**src/inc/ppi_cfg.svh**
```systemverilog
`ifndef PPI_CFG_SVH
`define PPI_CFG_SVH

// ---------------------------------------------------------------
// register byte addresses
// ---------------------------------------------------------------
`define PPI_A_CTRL 8'h00
`define PPI_A_HSTART 8'h04
`define PPI_A_HACT 8'h08
`define PPI_A_VSTART 8'h0c
`define PPI_A_VACT 8'h10
`define PPI_A_STATUS 8'h14
`define PPI_A_POS 8'h18

// ---------------------------------------------------------------
// control field positions
// ---------------------------------------------------------------
`define PPI_C_CAPFALL 0
`define PPI_C_HSLOW 1
`define PPI_C_VSLOW 2
`define PPI_C_MKLOW 3
`define PPI_C_FMT16 4
`define PPI_C_PATTERN 5
`define PPI_C_AUTO 6
`define PPI_C_NARROW 7

// ---------------------------------------------------------------
// reset values
// ---------------------------------------------------------------
`define PPI_CTRL_RST 8'h00
`define PPI_HSTART_RST 12'h000
`define PPI_HACT_RST 12'h356
`define PPI_VSTART_RST 11'h000
`define PPI_VACT_RST 11'h1e0

// ---------------------------------------------------------------
// mirror array limits and format constants
// ---------------------------------------------------------------
`define PPI_MAX_COLS 10'h356
`define PPI_MAX_ROWS 9'h1e0
`define PPI_LAST_BEAT24 2'h2
`define PPI_LAST_BEAT16 2'h1
`define PPI_LAST_PLANE24 5'h17
`define PPI_LAST_PLANE16 5'h0f

// ---------------------------------------------------------------
// timing
// ---------------------------------------------------------------
`define PPI_CLK_HZ 250000000
`define PPI_PAT24_HZ 2880
`define PPI_PAT16_HZ 1008
`define PPI_PWM_UNIT 64

`endif

```
**src/inc/ppi_pkg.sv**
```systemverilog
package ppi_pkg;

	// ---------------------------------------------------------------
	// shared types
	// ---------------------------------------------------------------
	typedef logic [4:0] ppi_plane_t; // bit-plane index 0..23
	typedef logic [19:0] ppi_dur_t; // plane hold time in clocks

	// frame tracking, one-hot
	typedef enum logic [1:0] {
		PPI_FS_WAIT = 2'b01,
		PPI_FS_FRAME = 2'b10
	} ppi_fs_t;

	// plane sequencer, one-hot
	typedef enum logic [1:0] {
		PPI_SQ_IDLE = 2'b01,
		PPI_SQ_SHOW = 2'b10
	} ppi_sq_t;

	// whole state of the capture module
	typedef struct packed {
		logic [2:0] pclk_s;
		logic [1:0] hs_s;
		logic [1:0] vs_s;
		logic [1:0] dv_s;
		logic [1:0] mk_s;
		logic [1:0][23:0] pd_s;
		logic [7:0] ctrl;
		logic [11:0] hstart;
		logic [11:0] hact;
		logic [10:0] vstart;
		logic [10:0] vact;
		logic [31:0] rdata;
		logic hs_q;
		logic vs_q;
		logic [11:0] hcnt;
		logic [10:0] vcnt;
		logic [1:0] beat;
		logic [15:0] acc;
		logic [9:0] col;
		logic [8:0] row;
		logic line_had;
		logic blocked;
		logic [15:0] frames;
		logic go;
		logic out_wr;
		logic [9:0] out_col;
		logic [8:0] out_row;
		logic [23:0] out_planes;
		ppi_fs_t fs;
	} ppi_cap_st_t;

	// whole state of the plane sequencer
	typedef struct packed {
		ppi_sq_t sq;
		ppi_plane_t plane;
		ppi_dur_t cnt;
		logic fmt16;
		logic pattern;
		logic stb;
	} ppi_seq_st_t;

endpackage

```
**src/inc/ppi_seq_if.sv**
```systemverilog
`timescale 1ns/10ps
// carries a finished frame to the plane sequencer and the plane back
interface ppi_seq_if;
	logic frame_go; // one-cycle pulse: new image is complete
	logic fmt16; // image uses 16-bit packing
	logic pattern; // image is a binary pattern
	ppi_pkg::ppi_plane_t plane; // plane on the mirrors now
	logic plane_stb; // pulse when a plane starts

	modport src (output frame_go, fmt16, pattern, input plane, plane_stb);
	modport seq (input frame_go, fmt16, pattern, output plane, plane_stb);
endinterface

```
**src/logic/ppi_seq.sv**
```systemverilog
`timescale 1ns/10ps
`include "ppi_cfg.svh"
// binary pulse-duration sequencer: walks the bit planes of the last
// complete image, holding each for its weighted time, or an equal slot for patterns
module ppi_seq #(
	parameter int UNIT_CYC = `PPI_PWM_UNIT,
	parameter int PAT24_CYC = 1,
	parameter int PAT16_CYC = 1
) (
	// clock and reset
	input wire logic clock,
	input wire logic rst_n,
	// link to the capture side
	ppi_seq_if.seq sif
);
	import ppi_pkg::*;

	ppi_seq_st_t s_reg; // registered state
	ppi_seq_st_t s_next; // next state
	ppi_plane_t last; // final plane index of the current image
	ppi_dur_t dur; // hold time of the plane being loaded
	ppi_plane_t nplane; // plane being loaded

	assign sif.plane = s_reg.plane;
	assign sif.plane_stb = s_reg.stb;

	// -----------------------------------------------------------
	// next state
	// -----------------------------------------------------------
	always_comb begin
		s_next = s_reg;
		s_next.stb = 1'b0;
		last = (s_reg.pattern & s_reg.fmt16) ? `PPI_LAST_PLANE16 :
			`PPI_LAST_PLANE24;
		nplane = (s_reg.plane == last) ? 5'h00 : s_reg.plane + 5'h01;
		dur = '0;
		case (s_reg.sq)
			PPI_SQ_IDLE: begin
				// nothing shown until the first full image
			end
			PPI_SQ_SHOW: begin
				if (s_reg.cnt <= 20'h00001) begin
					// current image repeats until a new one arrives
					s_next.plane = nplane;
					s_next.stb = 1'b1;
				end else begin
					s_next.cnt = s_reg.cnt - 20'h00001;
				end
			end
			default: begin
				s_next.sq = PPI_SQ_IDLE;
			end
		endcase
		if (sif.frame_go) begin
			// new image restarts the sequence at plane zero
			s_next.sq = PPI_SQ_SHOW;
			s_next.plane = 5'h00;
			s_next.fmt16 = sif.fmt16;
			s_next.pattern = sif.pattern;
			s_next.stb = 1'b1;
		end
		// patterns get equal slots, video gets binary weights
		if (s_next.pattern) begin
			dur = s_next.fmt16 ? ppi_dur_t'(PAT16_CYC) :
				ppi_dur_t'(PAT24_CYC);
		end else begin
			dur = ppi_dur_t'(UNIT_CYC) << s_next.plane[2:0];
		end
		if (s_next.stb) begin
			s_next.cnt = dur;
		end
	end

	// -----------------------------------------------------------
	// state register
	// -----------------------------------------------------------
	always_ff @(posedge clock or negedge rst_n) begin
		if (!rst_n) begin
			s_reg <= '{sq: PPI_SQ_IDLE, default: '0};
		end else begin
			s_reg <= s_next;
		end
	end
endmodule

```
**src/logic/ppi_top.sv**
```systemverilog
`timescale 1ns/10ps
`include "ppi_cfg.svh"
module ppi_top #(
	parameter int PAT24_CYC = (`PPI_CLK_HZ + `PPI_PAT24_HZ - 1) /
		`PPI_PAT24_HZ,
	parameter int PAT16_CYC = (`PPI_CLK_HZ + `PPI_PAT16_HZ - 1) /
		`PPI_PAT16_HZ,
	parameter int UNIT_CYC = `PPI_PWM_UNIT
) (
	// clock and reset
	input wire logic clock,
	input wire logic rst_n,
	// register port
	input wire logic [7:0] reg_addr,
	input wire logic [31:0] reg_wdata,
	input wire logic reg_wr,
	input wire logic reg_rd,
	output logic [31:0] reg_rdata,
	// pixel bus pins
	input wire logic pclk,
	input wire logic hsync,
	input wire logic vsync,
	input wire logic data_valid_input,
	input wire logic [23:0] pdata,
	input wire logic frame_update_mask,
	// mirror array side
	output logic mirror_wr,
	output logic [9:0] mirror_col,
	output logic [8:0] mirror_row,
	output logic [23:0] mirror_planes,
	output ppi_pkg::ppi_plane_t mirror_plane,
	output logic mirror_plane_stb
);
	import ppi_pkg::*;

	ppi_cap_st_t s_reg; // registered state
	ppi_cap_st_t s_next; // next state
	ppi_seq_if sif (); // link to the plane sequencer

	logic cap; // capture edge seen this cycle
	logic hs_a; // line sync, active high
	logic vs_a; // frame sync, active high
	logic mk_a; // frame mask, active high
	logic hs_edge; // leading edge of line sync
	logic vs_edge; // leading edge of frame sync
	logic win; // inside active pixel window
	logic done; // a whole pixel has been assembled
	logic [23:0] pd; // synchronised data bus
	logic [23:0] pix; // assembled pixel
	logic [1:0] last_beat; // final beat index of a narrow pixel
	logic [12:0] hend; // first column past the window
	logic [11:0] vend; // first line past the window

	// -----------------------------------------------------------
	// pixel formatting
	// -----------------------------------------------------------
	// expands 565 to 888 by repeating high bits; pattern data
	// keeps its low 16 bits (upper byte cleared) or all 24 bits, so every bit lands on its own plane
	function automatic logic [23:0] fmt_pix(input logic [23:0] p,
		input logic f16, input logic pat);
		logic [23:0] r;
		r = p;
		if (pat) begin
			r = f16 ? {8'h00, p[15:0]} : p;
		end else if (f16) begin
			r = {p[15:11], p[15:13], p[10:5], p[10:9],
				p[4:0], p[4:2]};
		end
		return r; // 888 passes as is
	endfunction

	// -----------------------------------------------------------
	// next state
	// -----------------------------------------------------------
	always_comb begin
		s_next = s_reg;
		s_next.go = 1'b0;
		s_next.out_wr = 1'b0;
		s_next.rdata = 32'h0000_0000;
		done = 1'b0;
		pix = 24'h00_0000;
		// every pin passes two flops before use
		s_next.pclk_s = {s_reg.pclk_s[1:0], pclk};
		s_next.hs_s = {s_reg.hs_s[0], hsync};
		s_next.vs_s = {s_reg.vs_s[0], vsync};
		s_next.dv_s = {s_reg.dv_s[0], data_valid_input};
		s_next.mk_s = {s_reg.mk_s[0], frame_update_mask};
		s_next.pd_s = {s_reg.pd_s[0], pdata};
		pd = s_reg.pd_s[1];
		// capture edge chosen by software
		if (s_reg.ctrl[`PPI_C_CAPFALL]) begin
			cap = s_reg.pclk_s[2] & ~s_reg.pclk_s[1];
		end else begin
			cap = ~s_reg.pclk_s[2] & s_reg.pclk_s[1];
		end
		// polarity correction of both syncs and the mask
		hs_a = s_reg.hs_s[1] ^ s_reg.ctrl[`PPI_C_HSLOW];
		vs_a = s_reg.vs_s[1] ^ s_reg.ctrl[`PPI_C_VSLOW];
		mk_a = s_reg.mk_s[1] ^ s_reg.ctrl[`PPI_C_MKLOW];
		hs_edge = hs_a & ~s_reg.hs_q;
		vs_edge = vs_a & ~s_reg.vs_q;
		hend = {1'b0, s_reg.hstart} + {1'b0, s_reg.hact};
		vend = {1'b0, s_reg.vstart} + {1'b0, s_reg.vact};
		last_beat = s_reg.ctrl[`PPI_C_FMT16] ? `PPI_LAST_BEAT16 :
			`PPI_LAST_BEAT24;
		// window from counters or from the valid pin
		if (s_reg.ctrl[`PPI_C_AUTO]) begin
			win = (s_reg.hcnt >= s_reg.hstart) &&
				({1'b0, s_reg.hcnt} < hend) &&
				(s_reg.vcnt >= s_reg.vstart) &&
				({1'b0, s_reg.vcnt} < vend);
		end else begin
			win = s_reg.dv_s[1];
		end

		if (cap) begin
			s_next.hs_q = hs_a;
			s_next.vs_q = vs_a;
			// column counter restarts at each line sync
			if (hs_edge) begin
				s_next.hcnt = 12'h000;
				s_next.col = 10'h000;
				s_next.beat = 2'h0;
			end else if (s_reg.hcnt != 12'hfff) begin
				s_next.hcnt = s_reg.hcnt + 12'h001;
			end
			if (vs_edge) begin
				// frame boundary: hand a finished image to the planes
				if (s_reg.fs == PPI_FS_FRAME) begin
					s_next.frames = s_reg.frames + 16'h0001;
					s_next.go = ~s_reg.blocked;
				end
				// mask is only legal to move in blanking, so the
				// level here holds for the whole frame
				s_next.blocked = mk_a;
				s_next.fs = PPI_FS_FRAME;
				s_next.vcnt = 11'h000;
				s_next.row = 9'h000;
				s_next.line_had = 1'b0;
			end else if (hs_edge) begin
				if (s_reg.vcnt != 11'h7ff) begin
					s_next.vcnt = s_reg.vcnt + 11'h001;
				end
				if (s_reg.line_had && s_reg.row != 9'h1ff) begin
					s_next.row = s_reg.row + 9'h001;
				end
				s_next.line_had = 1'b0;
			end
			// data taken only inside the window
			if (win && !hs_edge && !vs_edge &&
				s_reg.fs == PPI_FS_FRAME) begin
				if (!s_reg.ctrl[`PPI_C_NARROW]) begin
					done = 1'b1;
					pix = pd;
				end else if (s_reg.beat == last_beat) begin
					// several pixel clocks per pixel, first beat
					// most significant
					done = 1'b1;
					pix = s_reg.ctrl[`PPI_C_FMT16] ?
						{8'h00, s_reg.acc[7:0], pd[7:0]} :
						{s_reg.acc, pd[7:0]};
					s_next.beat = 2'h0;
				end else begin
					s_next.acc = {s_reg.acc[7:0], pd[7:0]};
					s_next.beat = s_reg.beat + 2'h1;
				end
			end
			if (done) begin
				s_next.line_had = 1'b1;
				if (s_reg.col != 10'h3ff) begin
					s_next.col = s_reg.col + 10'h001;
				end
				// columns and rows past the array are dropped
				if (s_reg.col < `PPI_MAX_COLS &&
					s_reg.row < `PPI_MAX_ROWS && !s_reg.blocked) begin
					s_next.out_wr = 1'b1;
					s_next.out_col = s_reg.col;
					s_next.out_row = s_reg.row;
					s_next.out_planes = fmt_pix(pix,
						s_reg.ctrl[`PPI_C_FMT16],
						s_reg.ctrl[`PPI_C_PATTERN]);
				end
			end
		end

		// register writes
		if (reg_wr) begin
			case (reg_addr)
				`PPI_A_CTRL: s_next.ctrl = reg_wdata[7:0];
				`PPI_A_HSTART: s_next.hstart = reg_wdata[11:0];
				`PPI_A_HACT: s_next.hact = reg_wdata[11:0];
				`PPI_A_VSTART: s_next.vstart = reg_wdata[10:0];
				`PPI_A_VACT: s_next.vact = reg_wdata[10:0];
				default: begin
					// read-only or unmapped: ignored
				end
			endcase
		end
		// register reads, data valid only in the following cycle
		if (reg_rd) begin
			case (reg_addr)
				`PPI_A_CTRL: s_next.rdata = {24'h00_0000, s_reg.ctrl};
				`PPI_A_HSTART: s_next.rdata = {20'h0_0000, s_reg.hstart};
				`PPI_A_HACT: s_next.rdata = {20'h0_0000, s_reg.hact};
				`PPI_A_VSTART: s_next.rdata = {21'h00_0000, s_reg.vstart};
				`PPI_A_VACT: s_next.rdata = {21'h00_0000, s_reg.vact};
				`PPI_A_STATUS: s_next.rdata = {s_reg.frames, 13'h0000,
					mk_a, s_reg.blocked, s_reg.fs == PPI_FS_FRAME};
				`PPI_A_POS: s_next.rdata = {7'h00, s_reg.row, 6'h00,
					s_reg.col};
				default: s_next.rdata = 32'h0000_0000;
			endcase
		end
	end

	// -----------------------------------------------------------
	// state register
	// -----------------------------------------------------------
	always_ff @(posedge clock or negedge rst_n) begin
		if (!rst_n) begin
			s_reg <= '{ctrl: `PPI_CTRL_RST, hstart: `PPI_HSTART_RST,
				hact: `PPI_HACT_RST, vstart: `PPI_VSTART_RST,
				vact: `PPI_VACT_RST, fs: PPI_FS_WAIT, default: '0};
		end else begin
			s_reg <= s_next;
		end
	end

	// -----------------------------------------------------------
	// plane sequencer
	// -----------------------------------------------------------
	// the sequencer reads the format from the control register at the hand-over,
	// so a control change mid-frame applies to the image then handed over
	assign sif.frame_go = s_reg.go;
	assign sif.fmt16 = s_reg.ctrl[`PPI_C_FMT16];
	assign sif.pattern = s_reg.ctrl[`PPI_C_PATTERN];

	ppi_seq #(
		.UNIT_CYC(UNIT_CYC),
		.PAT24_CYC(PAT24_CYC),
		.PAT16_CYC(PAT16_CYC)
	) u_seq (
		.clock(clock),
		.rst_n(rst_n),
		.sif(sif)
	);

	// -----------------------------------------------------------
	// outputs
	// -----------------------------------------------------------
	assign reg_rdata = s_reg.rdata;
	assign mirror_wr = s_reg.out_wr;
	assign mirror_col = s_reg.out_col;
	assign mirror_row = s_reg.out_row;
	assign mirror_planes = s_reg.out_planes;
	assign mirror_plane = sif.plane;
	assign mirror_plane_stb = sif.plane_stb;
endmodule

```
**config.mk**
```make
export PLATFORM = sky130hd
export DESIGN_NAME = ppi_top
export DESIGN_NICKNAME = d
export VERILOG_FILES = /design/src/inc/ppi_pkg.sv /design/src/inc/ppi_seq_if.sv /design/src/logic/ppi_seq.sv /design/src/logic/ppi_top.sv
export VERILOG_INCLUDE_DIRS = /design/src /design/src/inc
export SDC_FILE = /design/constraint.sdc
export NUM_CORES = 1
export LEC_CHECK = 0
export BUFFER_PORTS_ARGS = -buffer_cell sky130_fd_sc_hd__clkbuf_2
export CORE_ASPECT_RATIO = 0.6
export CORE_MARGIN = 2
export CORE_UTILIZATION = 55
export DETAILED_ROUTE_END_ITERATION = 12
export PLACE_DENSITY = 0.75
export SETUP_SLACK_MARGIN = 0.3
export SLEW_MARGIN = 20
export SYNTH_ARGS = -nofsm -noshare
export SYNTH_HDL_FRONTEND = slang
export SYNTH_SLANG_ARGS = --single-unit
export TNS_END_PERCENT = 50
```
**constraint.sdc**
```tcl
create_clock -name clock -period 11.38 [get_ports clock]
set_input_delay 0.569 -clock clock [delete_from_list [all_inputs] [get_ports clock]]
set_output_delay 0.569 -clock clock [all_outputs]
set_load 0.02 [all_outputs]
```
# [After elaboration in Yosys (flattened, before gate mapping)]
# Cells that the tools add are included.
[word_totals] ff_bits=302 out_inout_bits=82
[classes] n_shift=1 n_eq_ne=17 n_bitwise=14 n_addsub=10 mux=52 magnitude_cmp=7 reduce_logical=37
[ops] operator="$pmux W32 S7" n=1
[ops] operator="$mux W24" n=7
[ops] operator="$mux W44" n=2
[ops] operator="$mux W20" n=3
[ops] operator="$mux W18" n=3
[ops] operator="$mux W10" n=5
[ops] operator="$mux W47" n=1
[ops] operator="$mux W11" n=3
[ops] operator="$mux W32" n=1
[ops] operator="$mux W25" n=1
[ops] operator="$eq A8 B5 Y1 const B" n=3
[ops] operator="$mux W12" n=2
[ops] operator="$le A20 B1 Y1 const B" n=1
[ops] operator="$reduce_and A2 Y1" n=10
[ops] operator="$shl A7 B3 Y20 const A" n=1
[ops] operator="$sub A20 B1 Y20 const B" n=1
[ops] operator="$add A16 B1 Y16 const B" n=1
[ops] operator="$eq A8 B4 Y1 const B" n=2
[ops] operator="$mux W16" n=1
[ops] operator="$mux W5" n=3
[ops] operator="$reduce_bool A2 Y1" n=7
[ops] operator="$add A12 B12 Y13" n=1
[ops] operator="$lt A12 B13 Y1" n=1
[ops] operator="$add A11 B11 Y12" n=1
[ops] operator="36 further kinds" n=76

# [Logic depth before layout (Yosys ltp)]
[logic_depth] depth_word=15 ltp_mapped=24

# [Modules after synthesis]
# From an unflattened synthesis, not the netlist that was laid out.
[hier_totals] hier_cells=1478 hier_area_um2=15613.7
[modules_own_cells] mod="ppi_top" area_each_um2=13503.0 instances=1 seq_area_each_um2=6720.2 cells_per_inst=1221
[modules_own_cells] mod="ppi_seq" area_each_um2=2110.8 instances=1 seq_area_each_um2=752.0 cells_per_inst=257

# [Least setup slack after synthesis]
# No wires, ideal clock.
[synth_timing] path_type="flip-flop to flip-flop" start="register s_reg[170] (netlist name)" end="register s_reg[91] (netlist name)" arrival_time_ns=4.052 t_required_ns=11.255 setup_ns=0.125 n_path_buf=2 setup_slack_ns=7.203 path_stages_with_launch=24 synth_period_minus_slack_ns=4.177 path_cell_list="dfrtp_1 > ha_1 > inv_1 > fa_1 > nor2b_1 > o21ai_0 > a21oi_1 > o21ai_0 > nand2b_1 > a31o_2 > a21o_1 > a21oi_1 > xor2_1 > ha_1 > o21ai_0 > nor2_1 > o221a_2 > o31ai_1 > o211ai_1 > o32ai_1 > buf_4 > nand3_2 > buf_2 > mux2_2"
[synth_via] elab_chain_len=8
[synth_rtl] item="start: declaration" line_no="ppi_top.sv:36" source="ppi_cap_st_t s_reg;"
[synth_rtl] item="start signal: assignment" line_no="ppi_top.sv:221" source="s_reg <= '{ctrl: `PPI_CTRL_RST, hstart: `PPI_HSTART_RST,"
[synth_rtl] item="start signal: assignment" line_no="ppi_top.sv:225" source="s_reg <= s_next;"
[synth_rtl] item="$add A11 B11 Y12 or $ge A11 B11 Y1 (tied branches)" line_no="ppi_top.sv:103, ppi_top.sv:110"
[synth_rtl] item="$lt A11 B12 Y1 or $logic_and A1 B1 Y1 (tied branches)" line_no="ppi_top.sv:111, ppi_top.sv:109"
[synth_rtl] item="$logic_and A1 B1 Y1 (*)" line_no="ppi_top.sv:110" source="(s_reg.vcnt >= s_reg.vstart) &&"
[synth_rtl] item="$mux W1 (*)" line_no="ppi_top.sv:107" source="if (s_reg.ctrl[`PPI_C_AUTO]) begin"
[synth_rtl] item="$logic_and A1 B1 Y1 (*) (3 in series)" line_no="ppi_top.sv:150" source="if (win && !hs_edge && !vs_edge &&"
[synth_rtl] item="$reduce_and A4 Y1 (no line) (*)"
# Mark *: on every way between the ends. The rest lies on a longest branch, timed or not.
# A chain may end at the register's enable or synchronous reset.

# [Final worst setup path]
[layout_timing] start="register s_reg[170] (netlist name)" end="register s_reg, in the netlist mirror_planes[19]"
[layout_via] elab_chain_len=10
[layout_rtl] item="$add A11 B11 Y12 or $ge A11 B11 Y1 (tied branches)" line_no="ppi_top.sv:103, ppi_top.sv:110"
[layout_rtl] item="$lt A11 B12 Y1 or $logic_and A1 B1 Y1 (tied branches)" line_no="ppi_top.sv:111, ppi_top.sv:109"
[layout_rtl] item="$logic_and A1 B1 Y1 (*)" line_no="ppi_top.sv:110"
[layout_rtl] item="$mux W1 (*)" line_no="ppi_top.sv:107"
[layout_rtl] item="$logic_and A1 B1 Y1 (*) (3 in series)" line_no="ppi_top.sv:150"
[layout_rtl] item="$mux W1 or $mux W24 (tied branches)" line_no="ppi_top.sv:150"
[layout_rtl] item="$mux W1, or another cell as far along" line_no="ppi_top.sv:116" source="if (cap) begin"
[layout_rtl] item="$reduce_and A3 Y1 (no line) or $mux W24 (tied branches)"
# Mark *: on every way between the ends. The rest lies on a longest branch, timed or not. The select of a mux whose other input is x is not followed.

==> summary.md <==
| Metric | Value |
|---|---|
| Status | completed |
| Final worst slack | 5950 ps |
| Clock sinks | 298 |
| RSZ-0062 raised after global routing | false |
| Fin. Hold Viols | 0 |
| Leakage | 7.91 nW |
| Clk root buf | clkbuf_16 |
| R2r setup slk | between 5000 and 6000 ps |
| Layout cells sized above 1 | between 20% and 30% |
| Initial DRC count | about 1,200 |
| # IOs | 155 |
| Antenna Nets Post-Route | 0 |
| DRT Pass-1 Iters | 7 |
| HP Start | pdata[20] |
| Min Tclk post-route | 5430 ps |
| Peak Freq | 184 MHz |
| Adder-Cell Fraction of Synth Area | 6.66% |
| Async set-reset flop share out of synthesis | between 90% and 100% |
| Vias per std cell | 5.92 |
| Multiplexer share of the synthesized area | 8.25% |
| Largest net degree at the start of global routing | roughly 140 |
| Seq/Total Area, Yosys | between 40% and 50% |
| N_diodes | 0 |
| Critical path required time | 11,830 ps |
| H-Tree Depth | 1 |
| Post-Synthesis Cells | 1,396 |
| PortBufs | 130 |
| Final setup violation count | 0 |
| Tightest Pin Transition | 1060 ps |
| Grt ovf | 0 |
| Reg2Reg Depth | 22 |
| Largest family of logic cells by synthesized area | simple AND/OR/NAND/NOR gates |
| Max reg flops | 141 |
| Total Routing Usage GR | 25.3% |
| Setup TNS | 0 ps |
| Deepest clock path buffer count | 3 |
| Initial antenna violation count | 0 |
| Filler cell count | 2,071 |
| Most common cell after layout, fill and taps aside | dfrtp_1 |
| Die width | 218 um |
| WP data arrival | 5880 ps |
| Vias | 10,800 |
| Post-Syn Area | approximately 0.015 mm^2 |
| Core Rows | 46 |
| Routed WL per cell | between 15 and 20 um |
| Global-route wire length before repair | approximately 58,000 um |
| Clk pin slew, worst setup/hold paths | ~70 ps |
| Synth Area in Simple Gates | about an eighth |
| Commonest cells after routing, fill and taps aside | 286 x dfrtp_1, 129 x clkbuf_2, 103 x mux2_2 |
| Worst setup SP type | register |
| Core box area | between 0.02 and 0.03 mm^2 |
| Post-synth cell types | roughly 80 |
| Worst-path fanout max | 55 |
| # DRC | 0 |
| Flops & latches, synth | 298 |
| P&R area growth vs syn | 9.38% |
| Dpl ws | 6050 ps |
| XOR/XNOR Fraction of Synth Area | around 3.4% |
| Final period util | about 48% |
| Pwr Density | approximately 170 mW/mm^2 |
| CTS buffer count | 27 |
| Layout Nets | around 1,600 |
| Synth warnings | 0 |
| Dpl hpwl | 25,800 um |
| Synth Area in Compound Gates | 12.5% |
| Critical path class | register to register |
| Final slew viol count | 0 |
| Vias in the first global route | slightly above 10,000 |
| Hold path depth | 1 |
| Initial core utilization | 56.5% |
| Gpl congestion | between 0.8 and 0.9 |
| Top FF cell, synth | dfrtp_1 |
| Syn_area_per_cell | 10.8 um^2 |
| Clock Skews | 16.0 ps |
| HP Class | input pin to register |
| Seq. cell area | 0.00747 mm^2 |
| Worst VDD drop | 0.112 mV |
| Post-cts resize count | 0 |
| R2r startpoint | s_reg[170] |
| Setup crit end kind | register |
| Die H | 132 um |
| Hold Crit Endpoint | s_next[257] |
| Reg2reg end | mirror_planes[19] |
| Post-synth EDFFs | 0 |
| Worst-Skew Late Latency | between 500 and 600 ps |
| Multi-input logic area | 0.00660 mm^2 |
| TritonCTS clock tree | yes |
| Die ar. | 0.0288 mm^2 |
| WL final | 35,600 um |
| Max transition margin | 29.0% |
| Max cap viols | 0 |
[synthesized netlist by cell type, drive strengths merged (13+ instances only)]
cell / instances / area, um^2
a21o: 15 / 113
a21oi: 75 / 375
a22oi: 35 / 263
a31oi: 14 / 87.6
and3: 18 / 113
buf: 92 / 687
clkbuf: 35 / 131
dfrtp: 286 / 7160
ha: 77 / 963
inv: 44 / 165
mux2: 103 / 1160
nand2: 98 / 383
nand2b: 20 / 140
nand3: 37 / 195
nand4: 14 / 87.6
nor2: 101 / 384
nor2b: 18 / 113
nor3: 22 / 110
o21ai: 75 / 387
or3: 13 / 87.6
xnor2: 23 / 201
xor2: 35 / 307
[kinds of logic (layout without fill, tap and decap cells)]
logic type / after synthesis / count (layout)
simple gates: 385 / 385
flops: 298 / 298
other cells: 1 / 4
compound gates: 293 / 293
xor+xnor: 58 / 58
buf+inv: 172 / 236
fa+ha+maj: 79 / 79
mux: 110 / 110
[area by class of cell]
| cell class | count | area share, % |
|---|---|---|
| Clock buffer | 33 | 4.48 |
| Multi-Input combinational cell | 929 | 40.1 |
| Tap cell | 360 | 2.73 |
| Clock inverter | 16 | 1.57 |
| Timing Repair Buffer | 143 | 4.79 |
| Inverter | 44 | 1.00 |
| Sequential cell | 298 | 45.4 |
[report_power, final]
group	total (mW)	switching (mW)	internal, mW
logic	0.511	0.314	0.197
registers	1.29	0.117	1.17
clock network	1.01	0.412	0.601
[what timing repair did]
item | in CTS | in global routing
hold buffers | 0 | 1
hold endpoints to repair | 0 | 31
setup buffers | 0 | 0
[critical path, cell delays in order, from the launching register on]
cell	delay, ps
dfrtp_1	450
ha_1	250
inv_1	90
fa_1	220
nor2b_1	60
o21ai_0	230
a21oi_1	130
o21ai_0	160
nand2b_1	110
a31o_2	280
a21o_1	180
a21oi_1	170
xor2_1	90
ha_1	200
a2111oi_0	440
o211a_1	290
o211ai_1	110
o32ai_1	300
buf_4	240
nand3b_1	380
buf_4	470
inv_1	140
mux2_2	330
[layer usage]
layer	GRT usage (%)	up-vias	share of wire, %	wire [um]
li1	-	4994	-	-
met1	39.5	5320	48	17000
met2	35.2	409	41	14700
met3	5.74	74	8.4	3010
met4	6.54	0	2.7	944
met5	0	-	0	0
[worst max path at each step]
stage / start / endpoint / slack (ps)
after CTS: s_reg[170] / mirror_planes[19] / 6050
after floorplan: s_reg[170] / s_reg[91] / 7200
after detailed placement: s_reg[170] / mirror_planes[19] / 6050
after global routing: s_reg[170] / mirror_planes[19] / 5390
final: s_reg[170] / mirror_planes[19] / 5950
after global placement: s_reg[170] / mirror_planes[19] / 6220
[stage by stage]
step	util [%]	hold WS [ps]	cells	cell area, um^2	total power, mW
after floorplan	-	273	1399	15100	1.68
after global placement	57.9	333	1771	15400	1.79
after detailed placement	57.9	335	1771	15400	1.81
after CTS	61.6	89.5	1820	16400	2.82
after global routing	61.8	89.1	1823	16500	2.95
final	61.8	109	1823	16500	2.81
(Power assumes the default switching activity.)
